`config.mk`:
```
export PLATFORM = sky130hd
export DESIGN_NAME = lmc_mode_ctrl
export DESIGN_NICKNAME = d
export VERILOG_FILES = /design/src/hw/lmc_pkg.sv /design/src/hw/lmc_mode_ctrl.sv
export SDC_FILE = /design/constraint.sdc
export NUM_CORES = 1
export LEC_CHECK = 0
export ABC_AREA = 1
export BUFFER_PORTS_ARGS = -buffer_cell sky130_fd_sc_hd__buf_2
export CAP_MARGIN = 20
export CELL_PAD_IN_SITES_DETAIL_PLACEMENT = 1
export CELL_PAD_IN_SITES_GLOBAL_PLACEMENT = 1
export CORE_ASPECT_RATIO = 0.9
export CORE_MARGIN = 3
export CORE_UTILIZATION = 44
export DETAILED_ROUTE_END_ITERATION = 6
export HOLD_SLACK_MARGIN = 0.1
export PLACE_DENSITY_LB_ADDON = 0.1
export SKIP_CTS_REPAIR_TIMING = 1
export SLEW_MARGIN = 5
export SYNTH_ARGS = -nofsm -noshare
export SYNTH_HDL_FRONTEND = slang
export SYNTH_SLANG_ARGS = --single-unit
```
`constraint.sdc`:
```
create_clock -name clk_sys -period 1.8 [get_ports clk_sys]
set_input_delay 0 -clock clk_sys [delete_from_list [all_inputs] [get_ports clk_sys]]
set_output_delay 0 -clock clk_sys [all_outputs]
set_load 0.005 [all_outputs]
```
`src/hw/lmc_pkg.sv`:
```
package lmc_pkg;
   // ----------------------------------------
   // Transceiver mode field codes
   // ----------------------------------------
   typedef enum logic [1:0] {
      LMC_OFF    = 2'h0,
      LMC_WAKE   = 2'h1,
      LMC_NORMAL = 2'h2,
      LMC_RXONLY = 2'h3
   } lmc_mode_t;

   // ----------------------------------------
   // Chip operating modes
   // ----------------------------------------
   typedef enum logic [2:0] {
      LMC_CHIP_NORMAL  = 3'h0,
      LMC_CHIP_STOP    = 3'h1,
      LMC_CHIP_SLEEP   = 3'h2,
      LMC_CHIP_RESTART = 3'h3,
      LMC_CHIP_FAIL    = 3'h4
   } lmc_chip_t;

   // ----------------------------------------
   // Wake-path FSM states
   // ----------------------------------------
   typedef enum logic [1:0] {
      LMC_WK_IDLE  = 2'h0,
      LMC_WK_ARMED = 2'h1,
      LMC_WK_WOKEN = 2'h2
   } lmc_wk_t;

   // SPI-side configuration staged until chip select rises
   typedef struct packed {
      lmc_mode_t mode;
      logic      low_slope_select;
      logic      flash_select;
   } lmc_cfg_t;

   // ----------------------------------------
   // Timing
   // ----------------------------------------
   localparam int CLK_HZ             = 40000000;
   localparam int WAKE_FILTER_US     = 30;    // wake_filter_time, least
   localparam int TX_TIMEOUT_US      = 12000; // tx_dominant_timeout, default
   localparam int BUS_TIMEOUT_US     = 12000; // bus_dominant_timeout, default
   localparam int ENABLE_DELAY_US    = 8;     // transceiver enable delay, default
   localparam int WAKE_FILTER_CYC    = (WAKE_FILTER_US * (CLK_HZ / 1000000));
   localparam int TX_TIMEOUT_CYC     = (TX_TIMEOUT_US * (CLK_HZ / 1000000));
   localparam int BUS_TIMEOUT_CYC    = (BUS_TIMEOUT_US * (CLK_HZ / 1000000));
   localparam int ENABLE_DELAY_CYC   = (ENABLE_DELAY_US * (CLK_HZ / 1000000));
   localparam int CNT_W              = 20;
endpackage

```
`src/hw/lmc_mode_ctrl.sv`:
```
`timescale 1ns/100ps
`default_nettype none

//
// Contract
// - Transceiver starts off after reset; off selectable in every chip mode.
// - In off mode bus wake activity is ignored; no wake indication.
// - Normal mode accepted only in chip normal or stop mode.
// - Transmit input low at enable end: wait for high, send next dominant.
// - Receive-only disables driver, receive output follows bus; normal/stop only.
// - Wake mode selectable in stop/sleep/restart/normal; forced in fail-safe.
// - Wake recognised only when bus dominant longer than wake filter time.
// - On wake, receive output held low until software changes mode or chip enters stop, sleep or fail-safe.
// - After wake, mode field still reads wake code, wake not rearmed.
// - Software rearm only after switching through normal, receive-only or off.
// - Rearm automatically on chip entry to stop, sleep or fail-safe.
// - Wake in stop/normal pulses interrupt and sets bus wake status flag.
// - Wake in stop keeps chip in stop; host commands normal itself.
// - Wake in stop re-enables disabled watchdog when wake-enable bit high.
// - Wake in sleep/fail-safe/restart requests restart mode, no interrupt.
// - Transmit dominant beyond timeout: driver off, fault set, mode kept.
// - Driver re-enabled once transmit input no longer dominant.
// - Bus dominant beyond bus timeout sets fault in every mode.
// - Bus supply undervoltage disables driver and receiver; mode kept.
// - Normal slope by default; low-slope bit only changes slew rate.
// - Low-slope bit applied at chip select rise, in chip normal only.
// - Flash bit in chip normal bypasses slope control at chip select rise.
module lmc_mode_ctrl #(
   parameter int TX_TIMEOUT_CYC   = lmc_pkg::TX_TIMEOUT_CYC,
   parameter int BUS_TIMEOUT_CYC  = lmc_pkg::BUS_TIMEOUT_CYC,
   parameter int WAKE_FILTER_CYC  = lmc_pkg::WAKE_FILTER_CYC,
   parameter int ENABLE_DELAY_CYC = lmc_pkg::ENABLE_DELAY_CYC
) (
   // Clock and reset
   input  wire logic              clk_sys,
   input  wire logic              srst,
   // SPI staged configuration
   input  wire lmc_pkg::lmc_cfg_t spi_cfg,
   input  wire logic              spi_cfg_valid,
   output logic                   spi_cfg_ready,
   input  wire logic              spi_csn,
   // Chip state
   input  wire lmc_pkg::lmc_chip_t chip_mode,
   input  wire logic              wdog_disabled,
   input  wire logic              wdog_on_bus_wake,
   input  wire logic              fault_clear,
   // Pins
   input  wire logic              lin_tx_in,
   input  wire logic              bus_rx,
   input  wire logic              bus_supply_ok,
   // Driver and receiver control
   output logic                   bus_drive_dom,
   output logic                   lin_rx_out,
   output logic                   low_slope,
   output logic                   slope_bypass,
   // Status
   output lmc_pkg::lmc_mode_t     lin_mode_field,
   output logic                   lin_fault_flag,
   output logic                   wake_status_reg,
   output logic                   wake_irq,
   output logic                   wake_restart_req,
   output logic                   wdog_enable_req
);
   // Refuse timing values that the counters cannot hold
   if (TX_TIMEOUT_CYC < 2 || BUS_TIMEOUT_CYC < 2 || WAKE_FILTER_CYC < 2 || ENABLE_DELAY_CYC < 1
       || TX_TIMEOUT_CYC >= (1 << lmc_pkg::CNT_W) || BUS_TIMEOUT_CYC >= (1 << lmc_pkg::CNT_W)
       || WAKE_FILTER_CYC >= (1 << lmc_pkg::CNT_W) || ENABLE_DELAY_CYC >= (1 << lmc_pkg::CNT_W)) begin : g_bad_timing
      $error("lmc_mode_ctrl: timing parameters out of range");
   end

   // ----------------------------------------
   // Pin synchronisers
   // ----------------------------------------
   logic [1:0] tx_s, rx_s, csn_s, uv_s;
   always_ff @(posedge clk_sys) begin
      tx_s  <= {tx_s[0], lin_tx_in};
      rx_s  <= {rx_s[0], bus_rx};
      csn_s <= {csn_s[0], spi_csn};
      uv_s  <= {uv_s[0], bus_supply_ok};
   end
   wire tx_dom  = ~tx_s[1];
   wire bus_dom = ~rx_s[1];
   wire csn_hi  = csn_s[1];
   wire sup_ok  = uv_s[1];
   logic csn_d;
   always_ff @(posedge clk_sys) csn_d <= srst ? 1'b1 : csn_hi;
   wire csn_rise = csn_hi & ~csn_d;

   // ----------------------------------------
   // Two-entry buffer for SPI configuration words
   // ----------------------------------------
   lmc_pkg::lmc_cfg_t buf_q [2];
   logic [1:0] buf_cnt;
   logic       buf_rd, buf_wr, buf_wi;
   assign buf_wr = spi_cfg_valid & spi_cfg_ready;
   // Write slot; a full buffer never takes a word
   assign buf_wi = buf_cnt[0] & ~buf_rd;
   assign buf_rd = csn_rise & (buf_cnt != 2'h0);
   always_ff @(posedge clk_sys) begin
      if (srst) begin
         buf_cnt       <= 2'h0;
         spi_cfg_ready <= 1'b0;
      end else begin
         if (buf_wr)
            buf_q[buf_wi] <= spi_cfg;
         if (buf_rd)
            buf_q[0] <= buf_q[1];
         if (buf_rd && buf_wr && buf_cnt == 2'h1)
            buf_q[0] <= spi_cfg;
         buf_cnt       <= buf_cnt + {1'b0, buf_wr} - {1'b0, buf_rd};
         spi_cfg_ready <= (buf_cnt + {1'b0, buf_wr} - {1'b0, buf_rd}) < 2'h2;
      end
   end
   wire lmc_pkg::lmc_cfg_t head = buf_q[0];

   // ----------------------------------------
   // Mode acceptance per chip mode
   // ----------------------------------------
   wire chip_nrm  = chip_mode == lmc_pkg::LMC_CHIP_NORMAL;
   wire chip_stop = chip_mode == lmc_pkg::LMC_CHIP_STOP;
   wire chip_slp  = chip_mode == lmc_pkg::LMC_CHIP_SLEEP;
   wire chip_rst  = chip_mode == lmc_pkg::LMC_CHIP_RESTART;
   wire chip_fs   = chip_mode == lmc_pkg::LMC_CHIP_FAIL;
   wire ok_norm   = chip_nrm | chip_stop;
   wire ok_wake   = chip_nrm | chip_stop | chip_slp | chip_rst;
   wire mode_ok   = (head.mode == lmc_pkg::LMC_OFF)
                  | ((head.mode == lmc_pkg::LMC_NORMAL) & ok_norm)
                  | ((head.mode == lmc_pkg::LMC_RXONLY) & ok_norm)
                  | ((head.mode == lmc_pkg::LMC_WAKE) & ok_wake);
   wire mode_wr   = buf_rd & mode_ok;
   lmc_pkg::lmc_chip_t chip_d;
   always_ff @(posedge clk_sys) chip_d <= srst ? lmc_pkg::LMC_CHIP_NORMAL : chip_mode;
   wire chip_chg  = chip_d != chip_mode;
   // forced on fail-safe entry; off stays selectable afterwards
   wire force_wk  = chip_chg & chip_fs;

   // ----------------------------------------
   // Mode field and slope bits
   // ----------------------------------------
   always_ff @(posedge clk_sys) begin
      if (srst) begin
         lin_mode_field <= lmc_pkg::LMC_OFF;
         low_slope      <= 1'b0;
         slope_bypass   <= 1'b0;
      end else begin
         if (force_wk)
            lin_mode_field <= lmc_pkg::LMC_WAKE;
         else if (mode_wr)
            lin_mode_field <= head.mode;
         if (buf_rd && chip_nrm) begin
            low_slope    <= head.low_slope_select;
            slope_bypass <= head.flash_select;
         end
      end
   end

   // ----------------------------------------
   // Wake filter and wake FSM
   // ----------------------------------------
   lmc_pkg::lmc_wk_t wk, next_wk;
   logic [lmc_pkg::CNT_W-1:0] wk_cnt;
   wire in_wake   = lin_mode_field == lmc_pkg::LMC_WAKE;
   wire wk_hit    = bus_dom & sup_ok & (wk_cnt == lmc_pkg::CNT_W'(WAKE_FILTER_CYC));
   wire rearm     = (mode_wr & head.mode != lmc_pkg::LMC_WAKE)
                  | (chip_chg & (chip_stop | chip_slp | chip_fs));
   always_comb begin
      next_wk = wk;
      case (wk)
         lmc_pkg::LMC_WK_IDLE:  if (in_wake) next_wk = lmc_pkg::LMC_WK_ARMED;
         lmc_pkg::LMC_WK_ARMED: if (!in_wake) next_wk = lmc_pkg::LMC_WK_IDLE;
                                else if (wk_hit) next_wk = lmc_pkg::LMC_WK_WOKEN;
         lmc_pkg::LMC_WK_WOKEN: if (rearm) next_wk = lmc_pkg::LMC_WK_IDLE;
         default:               next_wk = lmc_pkg::LMC_WK_IDLE;
      endcase
   end
   wire wake_ev = (wk == lmc_pkg::LMC_WK_ARMED) & in_wake & wk_hit;
   always_ff @(posedge clk_sys) begin
      if (srst) begin
         wk     <= lmc_pkg::LMC_WK_IDLE;
         wk_cnt <= '0;
      end else begin
         wk     <= next_wk;
         wk_cnt <= (bus_dom && wk == lmc_pkg::LMC_WK_ARMED && wk_cnt != lmc_pkg::CNT_W'(WAKE_FILTER_CYC))
                   ? wk_cnt + 1'b1 : '0;
      end
   end

   // ----------------------------------------
   // Wake reporting
   // ----------------------------------------
   always_ff @(posedge clk_sys) begin
      if (srst) begin
         wake_status_reg  <= 1'b0;
         wake_irq         <= 1'b0;
         wake_restart_req <= 1'b0;
         wdog_enable_req  <= 1'b0;
      end else begin
         // status and interrupt; set wins over clear
         wake_status_reg  <= wake_ev | (wake_status_reg & ~fault_clear);
         wake_irq         <= wake_ev & (chip_nrm | chip_stop);
         // restart only from sleep, restart, fail-safe
         wake_restart_req <= wake_ev & (chip_slp | chip_rst | chip_fs);
         wdog_enable_req  <= wake_ev & chip_stop & wdog_disabled & wdog_on_bus_wake;
      end
   end

   // ----------------------------------------
   // Enable delay and transmit arming
   // ----------------------------------------
   logic [lmc_pkg::CNT_W-1:0] en_cnt;
   logic tx_armed;
   wire  tx_mode = lin_mode_field == lmc_pkg::LMC_NORMAL;
   wire  en_done = en_cnt == lmc_pkg::CNT_W'(ENABLE_DELAY_CYC);
   always_ff @(posedge clk_sys) begin
      if (srst || !tx_mode) begin
         en_cnt   <= '0;
         tx_armed <= 1'b0;
      end else begin
         if (!en_done)
            en_cnt <= en_cnt + 1'b1;
         // arm only after a recessive input
         if (en_done && !tx_dom)
            tx_armed <= 1'b1;
      end
   end

   // ----------------------------------------
   // Timeouts
   // ----------------------------------------
   logic [lmc_pkg::CNT_W-1:0] tx_cnt, bus_cnt;
   logic tx_to;
   wire  tx_exp  = tx_cnt == lmc_pkg::CNT_W'(TX_TIMEOUT_CYC);
   wire  bus_exp = bus_cnt == lmc_pkg::CNT_W'(BUS_TIMEOUT_CYC);
   always_ff @(posedge clk_sys) begin
      if (srst) begin
         tx_cnt         <= '0;
         bus_cnt        <= '0;
         tx_to          <= 1'b0;
         lin_fault_flag <= 1'b0;
      end else begin
         tx_cnt  <= (tx_dom && tx_armed && !tx_exp) ? tx_cnt + 1'b1 : (tx_dom && tx_armed ? tx_cnt : '0);
         bus_cnt <= (bus_dom && !bus_exp) ? bus_cnt + 1'b1 : (bus_dom ? bus_cnt : '0);
         tx_to   <= tx_dom & (tx_to | tx_exp);
         // fault set, set wins over clear
         lin_fault_flag <= (tx_exp | bus_exp) | (lin_fault_flag & ~fault_clear);
      end
   end

   // ----------------------------------------
   // Driver and receiver outputs
   // ----------------------------------------
   // driver gating
   wire next_drive = tx_mode & tx_armed & tx_dom & ~tx_to & ~tx_exp & sup_ok;
   wire rx_follow  = (tx_mode | lin_mode_field == lmc_pkg::LMC_RXONLY) & sup_ok;
   wire next_rx    = (wk == lmc_pkg::LMC_WK_WOKEN) ? 1'b0 : (rx_follow ? ~bus_dom : 1'b1);
   always_ff @(posedge clk_sys) begin
      if (srst) begin
         bus_drive_dom <= 1'b0;
         lin_rx_out    <= 1'b1;
      end else begin
         bus_drive_dom <= next_drive;
         lin_rx_out    <= next_rx;
      end
   end
endmodule

`default_nettype wire

```
After elaboration in Yosys (flattened, before gate mapping) --
Memories as Yosys holds them, arrays and structs flattened. Index checks and enable logic that the tools add are counted.
Cells by class: add/subtract/negate cells 6, magnitude comparators 1, eq/ne operators 24, mux-type cells 23, bitwise gates (word level) 54, reductions and logical operators 22
Operators with widths (count):
- 20-bit by 1-bit adder with 20-bit output, second input constant | 4
- 20-bit 2-to-1 mux | 4
- 20-bit by 19-bit == test with 1-bit output, second input constant | 2
- 1-bit AND | 29
- 20-bit by 11-bit == test with 1-bit output, second input constant | 1
- 20-bit by 9-bit == test with 1-bit output, second input constant | 1
- 20-bit by 11-bit != test with 1-bit output, second input constant | 1
- 1-bit OR | 17
- 1-bit 2-to-1 mux | 13
- 2-bit == test, second input constant | 5
- 1-bit logical AND | 9
- 2-bit by 1-bit == test with 1-bit output, second input constant | 4
- 2-bit 2-to-1 mux | 4
- 1-bit NOT | 8
- 3-bit by 2-bit == test with 1-bit output, second input constant | 2
- 2-bit one-hot mux with 3 select lines | 1
- 2-bit nonzero test | 3
- 2-bit zero test | 2
- 4-bit 2-to-1 mux | 1
- 2-bit by 1-bit != test with 1-bit output, second input constant | 2
- 2-bit != test, second input constant | 2
- 2-bit OR reduction | 2
- 3-bit by 1-bit == test with 1-bit output, second input constant | 1
- 3-bit == test, second input constant | 1
- other kinds (9) | 11
Storage, ports and cells: register bits 110, bits in writable memories 8, input bits 17, output and inout port bits 12, word-level logic and storage cells 157, memories 1
Memory list:
- buf_q | depth 2, bits a word 4, rd ports 2, clocked after memory_dff 0, wr ports 2, line lmc_mode_ctrl.sv:92 | lmc_pkg::lmc_cfg_t buf_q [2];

Longest topological paths before layout --
Gate-level depths: netlist of the first run.
depth after elaboration 11, mapped depth 10, mapped depth without buffers 10

Least setup slack after synthesis of the first run --
OpenSTA, ideal clock, no wires.
path type reg-to-reg, start point register buf_cnt[0], end point register spi_cfg_ready, library setup time 127 ps, arrival time 1381 ps, data required time 1673 ps, slack 292 ps, cell stages (with the launch flop) 11, buffers on the path 0, clock period less this slack 1508 ps, path through dfxtp_1 -> inv_1 -> nand2_1 -> nand3b_1 -> inv_1 -> ha_1 -> inv_1 -> ha_1 -> xor2_1 -> inv_1 -> nor2_1
On the way: longest elaborated chain between the ends 4, elaborated cells on any way between the ends 5, those cells by class add/sub (2); order compare (1); bitwise (1); reduce/logical (1)
RTL lines:
- from (decl) | line lmc_mode_ctrl.sv:93 | logic [1:0] buf_cnt;
- from (signal assigned) | line lmc_mode_ctrl.sv:110 | buf_cnt <= buf_cnt + {1'b0, buf_wr} - {1'b0, buf_rd};
- branches (longest 2 deep; another with 2-bit by 1-bit adder with 2-bit output)
- 2-bit by 1-bit subtractor with 2-bit output * | line lmc_mode_ctrl.sv:111 | spi_cfg_ready <= (buf_cnt + {1'b0, buf_wr} - {1'b0, buf_rd}) < 2'h2;
- 2-bit less-than comparator * | line lmc_mode_ctrl.sv:111
- to (signal assigned) | line lmc_mode_ctrl.sv:111
- to (decl) | line lmc_mode_ctrl.sv:40 | output logic spi_cfg_ready,
Every way passes the cells marked *. A chain may end at the register's enable or synchronous reset.

Final worst setup path of the first run --
Same ends and word-level chain as after synthesis.

==> results.json, run 1 <==
{
  "holdPathStages": 2,
  "crit_type": "reg2reg",
  "regToRegStartpoint": "buf_cnt[0]$_SDFF_PP0_",
  "num_antenna_cells": 0,
  "wl_per_cell_um": 15.5,
  "htree_num_levels": 4,
  "drive_gt1_share_pct": 10.7,
  "grt_max_degree": 21,
  "setup_ws_ns": 0.111,
  "grt_usage_pct": 23.5,
  "synthFlopType": "dfxtp_1",
  "vias_per_cell": 5.18,
  "start_util_pct": 45.9,
  "area_growth_pct": 19.4,
  "endpoint_kind": "register",
  "power_density_nw_per_um2": 909,
  "drtAntennaViolNets": 0,
  "tns_ns": 0,
  "cp_max_fo": 5,
  "synth_edf_count": 8,
  "tightest_slew_ns": 0.488,
  "drt_iter0_markers": 244,
  "final_max_slew_viol_count": 0,
  "drt_pre_antenna_iters": 4,
  "io_pins": 29,
  "insertion_delay_ns": 0.43,
  "drcViolationCount": 0,
  "final_hold_viol_count": 0,
  "finalSetupViolCount": 0,
  "startpoint_type": "register",
  "vias": 5358,
  "fin_skew_ns": 0.00799,
  "async_flop_share_pct": 0,
  "syn-cell-area_um2": 5630,
  "clockBufferDepth": 2,
  "worst_ep_required_time_ns": 2.11,
  "globalRouteOverflowTotal": 0,
  "cp.arrival_ns": 2.00,
  "nNetsFinal": 890,
  "synth.avg_cell_area_um2": 7.04,
  "min_period_ns": 1.69,
  "path_clk_slew_ns": 0.05,
  "holdCritPathClass": "in2reg",
  "place.gp.congestion": 0.848,
  "ff2ff_setup_slack_ns": 0.11,
  "dp.final_hpwl_um": 11200,
  "ys_types": 36,
  "syn_inst": 800,
  "cts.sinks": 118,
  "io_buffers": 28,
  "die_area_um2": 14200,
  "worstHoldStart": "lin_tx_in",
  "wl_um": 16000,
  "dpl_worst_slack_ns": 0.0654,
  "layout_commonest_cell": "nand2_1",
  "timing.fmax_mhz": 592,
  "peakVddDrop_uv": 743,
  "layout_common_cells": "nand2_1 (160), nor2_1 (143), dfxtp_1 (109), inv_1 (108), nand3_1 (60)",
  "reg2reg_to": "spi_cfg_ready$_SDFF_PP0_",
  "leakage_nw": 2.56,
  "yosys_warnings": 0,
  "antenna_found_initial": 0,
  "r2r.worst_path.cells": 10,
  "period_share_pct": 93.8,
  "synth_seq_cells": 118,
  "drv_cap": 0,
  "synth.net_count": 828,
  "core_area_um2": 12300,
  "grt_pass1_vias": 5608,
  "grt_pass1_wl_um": 26700,
  "die_w_um": 125,
  "numCtsBuffers": 17,
  "num_rows": 38,
  "clockRootBuffer": "clkbuf_16",
  "dieHeight_um": 113,
  "status": "completed",
  "seq_area_frac_synth_pct": 43.4,
  "slew_headroom_pct": 67.5,
  "whs_endpoint": "tx_s[0]$_DFF_P_",
  "cts_tree": "done"
}
area by class of cell:
| cell class | count | area [um^2] |
|---|---|---|
| Clock buffer | 28 | 507 |
| Clock inverter | 4 | 45.0 |
| Fill cell | 1570 | 5540 |
| Inverter | 110 | 413 |
| Multi-Input combinational cell | 564 | 2760 |
| Sequential cell | 118 | 2440 |
| Tap cell | 160 | 200 |
| Timing Repair Buffer | 51 | 363 |
cell families after synthesis:
logic type               count (synthesis)  share of synthesized area, %
AO/OA/AOI/OAI                           98                          9.06
XOR/XNOR                                14                          2.18
adder cells (fa/ha/maj)                 11                          2.44
buffers and inverters                  118                          8.04
flip-flops                             118                          43.4
AND/OR/NAND/NOR                        441                          34.9
worst max-delay path: stages (launching register included):
cell,delay [ns]
dfxtp_2,0.34
inv_1,0.08
nand2_1,0.05
nand3b_1,0.18
inv_2,0.09
ha_1,0.28
inv_1,0.04
ha_1,0.21
xor2_2,0.19
inv_1,0.07
nor2_1,0.03
worst max path at each step:
| stage | start | cells after the start | endpoint |
|---|---|---|---|
| 2_1_floorplan | buf_cnt[0]$_SDFF_PP0_ | 10 | spi_cfg_ready$_SDFF_PP0_ |
| 3_3_place_gp | buf_cnt[0]$_SDFF_PP0_ | 10 | spi_cfg_ready$_SDFF_PP0_ |
| 3_5_place_dp | buf_cnt[0]$_SDFF_PP0_ | 9 | buf_cnt[1]$_SDFF_PP0_ |
| 4_1_cts | buf_cnt[0]$_SDFF_PP0_ | 10 | spi_cfg_ready$_SDFF_PP0_ |
| 5_1_grt | buf_cnt[0]$_SDFF_PP0_ | 10 | spi_cfg_ready$_SDFF_PP0_ |
| 6_report | buf_cnt[0]$_SDFF_PP0_ | 10 | spi_cfg_ready$_SDFF_PP0_ |
cells in the mapped netlist, drive strengths merged (2+ instances only):
cell type  count  area, um^2
nand4         21         131
or2            4        25.0
nand2        165         629
a21oi         57         289
nor2         152         608
nor3          24         141
nand3b         3        22.5
clkbuf         2        7.51
nand3         68         380
xnor2          6        52.6
a31oi          2        12.5
dfxtp        110        2200
nor3b          2        15.0
or3            2        12.5
buf            6        32.5
inv          110         413
ha            11         138
o21a           3        22.5
xor2           8        70.1
edfxtp         8         240
o21ai         33         165
power breakdown:
group          total (W)  internal [W]  switching [W]
Sequential       0.00271       0.00268      0.0000242
Clock            0.00321       0.00204        0.00117
Combinational   0.000198     0.0000828       0.000115
Total            0.00611       0.00480        0.00131
per-stage QoR:
step	utilization, %	instances	total power [W]	instance area, um^2	hold slack [ns]
CTS	53.4	1019	0.00615	6550	-0.346
detailed placement	48.9	987	0.00292	6000	0.105
global route	54.8	1035	0.00632	6730	0.225
finish	54.8	1035	0.00611	6730	0.229
global placement	48.9	987	0.00291	6000	0.103
floorplan	-	800	0.00285	5630	0.0277
routing by layer:
| layer | vias up | share of wire, % | track usage [%] |
|---|---|---|---|
| li1 | 2707 | - | - |
| met1 | 2560 | 46 | 28.8 |
| met2 | 67 | 49 | 40.2 |
| met3 | 24 | 2.7 | 4.86 |
| met4 | 0 | 2.2 | 10.3 |
| met5 | - | 0 | 0 |
No activity file was read; power rests on OpenSTA's default activity.
==> run 2: changes to the inputs <==
- clock period: 1.8 -> 1.9 ns (I/O delays scaled with it)
==> run 2 against run 1 <==
Die area did not move. Via count fell by 0.13%. Register-to-register slack improved by 0.06 ns. Critical path depth fell by 1. First-iteration DRC count rose by 14%. Count of clock-buffer cells in the layout fell by 11. Worst hold slack got worse by 0.013 ns.
==> results.json, run 2 (synthesis gave the netlist of run 1 again) <==
{
  "status": "completed",
  "io_pins": 29,
  "clockBufferDepth": 2,
  "cts.sinks": 118,
  "r2r.worst_path.cells": 9,
  "grt_pass1_vias": 5611,
  "whs_endpoint": "buf_q[1][1]$_DFFE_PP_",
  "critical_path.cell_chain": "inv_1 > nand2_1 > nand3b_1 > inv_2 > ha_1 > inv_1 > ha_1 > xor2_1 > nor2_1",
  "tns_ns": 0,
  "wl_um": 15700,
  "place.gp.congestion": 0.857,
  "drv_cap": 0,
  "insertion_delay_ns": 0.42,
  "worst_ep_required_time_ns": 2.19,
  "holdCritPathClass": "in2reg",
  "layout_commonest_cell": "nand2_1",
  "peakVddDrop_uv": 659,
  "worst-path-buf-inv": 3,
  "period_share_pct": 91.1,
  "dp.final_hpwl_um": 10900,
  "io_buffers": 28,
  "grt_pass1_wl_um": 26200,
  "fin_cells": 1033,
  "vias_per_cell": 5.18,
  "reg2reg_to": "buf_cnt[1]$_SDFF_PP0_",
  "dp.cells": 986,
  "globalRouteOverflowTotal": 0,
  "core_area_um2": 12300,
  "cp.arrival_ns": 2.02,
  "crit_type": "reg2reg",
  "ff2ff_setup_slack_ns": 0.17,
  "num_antenna_cells": 0,
  "grt_usage_pct": 22.5,
  "place_area_um2": 5980,
  "worstHoldStart": "spi_cfg_valid",
  "htree_num_levels": 4,
  "finalSetupViolCount": 0,
  "num_rows": 38,
  "power_density_nw_per_um2": 910,
  "drive_gt1_share_pct": 10.9,
  "fill_cells": 1604,
  "nNetsFinal": 888,
  "endpoint_kind": "register",
  "tightest_slew_ns": 0.604,
  "drt_pre_antenna_iters": 4,
  "start_util_pct": 45.9,
  "startpoint_type": "register",
  "final_max_slew_viol_count": 0,
  "crit_slowest_cell": "dfxtp_1",
  "cts_tree": "done",
  "drtAntennaViolNets": 0,
  "drt_iter0_markers": 278,
  "die_area_um2": 14200,
  "fin_skew_ns": 0.00524,
  "clockRootBuffer": "clkbuf_16",
  "dpl_worst_slack_ns": 0.203,
  "drcViolationCount": 0,
  "final_hold_viol_count": 0,
  "antenna_found_initial": 0,
  "regToRegStartpoint": "buf_cnt[0]$_SDFF_PP0_",
  "die_w_um": 125,
  "area_growth_pct": 20.1,
  "seqCellArea_um2": 2440,
  "slew_headroom_pct": 59.4,
  "leakage_nw": 2.56,
  "vias": 5351,
  "timing.fmax_mhz": 578,
  "path_clk_slew_ns": 0.06,
  "cp_max_fo": 5,
  "min_period_ns": 1.73,
  "layout_common_cells": "nand2_1 (161), nor2_1 (143), dfxtp_1 (110), inv_1 (108), nand3_1 (60)",
  "cp_slowest_stage_delay_ns": 0.40,
  "multi_input_comb_area_um2": 2740,
  "setup_ws_ns": 0.169,
  "numCtsBuffers": 17,
  "dieHeight_um": 113,
  "holdPathStages": 5,
  "wl_per_cell_um": 15.2,
  "fin_area_um2": 6770,
  "grt_max_degree": 21,
  "crit_family": "flip-flops",
  "rsz0062_at_grt": "false"
}
==> run 2: changes by cell type in the layout (fill, tap and decap cells not counted), moves of 2 or more <==
cell | previous run | this run
clkinv_4 | 0 | 5
clkbuf_8 | 4 | 0
clkinv_2 | 3 | 1
clkbuf_1 | 7 | 0
bufinv_16 | 1 | 4
clkinvlp_4 | 0 | 5
==> run 2: layer usage <==
layer	vias up	GRT usage (%)	part of all wire (%)
met4	0	8.31	2.1
met1	2555	29.2	48
met3	33	4.25	2.6
li1	2691	-	-
met5	-	0	0
met2	72	37.4	47
==> run 2: through the flow <==
step / util, % / total power, W / hold WS (ns)
after CTS: 53.9 / 0.00618 / -0.333
after floorplan: - / 0.00270 / 0.0277
final: 55.2 / 0.00616 / 0.216
after detailed placement: 48.7 / 0.00276 / 0.104
after global placement: 48.7 / 0.00275 / 0.103
after global routing: 55.2 / 0.00636 / 0.228
==> run 2: worst max-delay path by stage <==
| stage | from | to | slack, ns | cells after the start |
|---|---|---|---|---|
| 4_1_cts | buf_cnt[0]$_SDFF_PP0_ | buf_cnt[1]$_SDFF_PP0_ | 0.15 | 9 |
| 5_1_grt | buf_cnt[0]$_SDFF_PP0_ | spi_cfg_ready$_SDFF_PP0_ | 0.01 | 10 |
| 3_5_place_dp | buf_cnt[0]$_SDFF_PP0_ | spi_cfg_ready$_SDFF_PP0_ | 0.20 | 10 |
| 3_3_place_gp | buf_cnt[0]$_SDFF_PP0_ | spi_cfg_ready$_SDFF_PP0_ | 0.33 | 10 |
| 2_1_floorplan | buf_cnt[0]$_SDFF_PP0_ | spi_cfg_ready$_SDFF_PP0_ | 0.39 | 10 |
| 6_report | buf_cnt[0]$_SDFF_PP0_ | buf_cnt[1]$_SDFF_PP0_ | 0.17 | 9 |
==> run 2: layout make-up <==
type	count	area share, %
flip-flops and latches	118	36.1
inverters	110	6.10
repair buffers	49	4.96
clock buffers	17	6.29
clock inverters	15	3.05
multi-input cells	564	40.5
well taps	160	2.96
==> run 2: worst min-delay path: cells and delay by family <==
kind                   cells  cell delay [ns]
AND/OR/NAND/NOR            3             0.28
buffers and inverters      2             0.16
==> run 2: power breakdown <==
group / internal [W] / total (W) / leakage, nW / switching [W]
Clock: 0.00220 / 0.00342 / 0.291 / 0.00123
Sequential: 0.00254 / 0.00256 / 0.964 / 0.0000220
Combinational: 0.0000745 / 0.000178 / 1.31 / 0.000104
Total: 0.00481 / 0.00616 / 2.56 / 0.00135
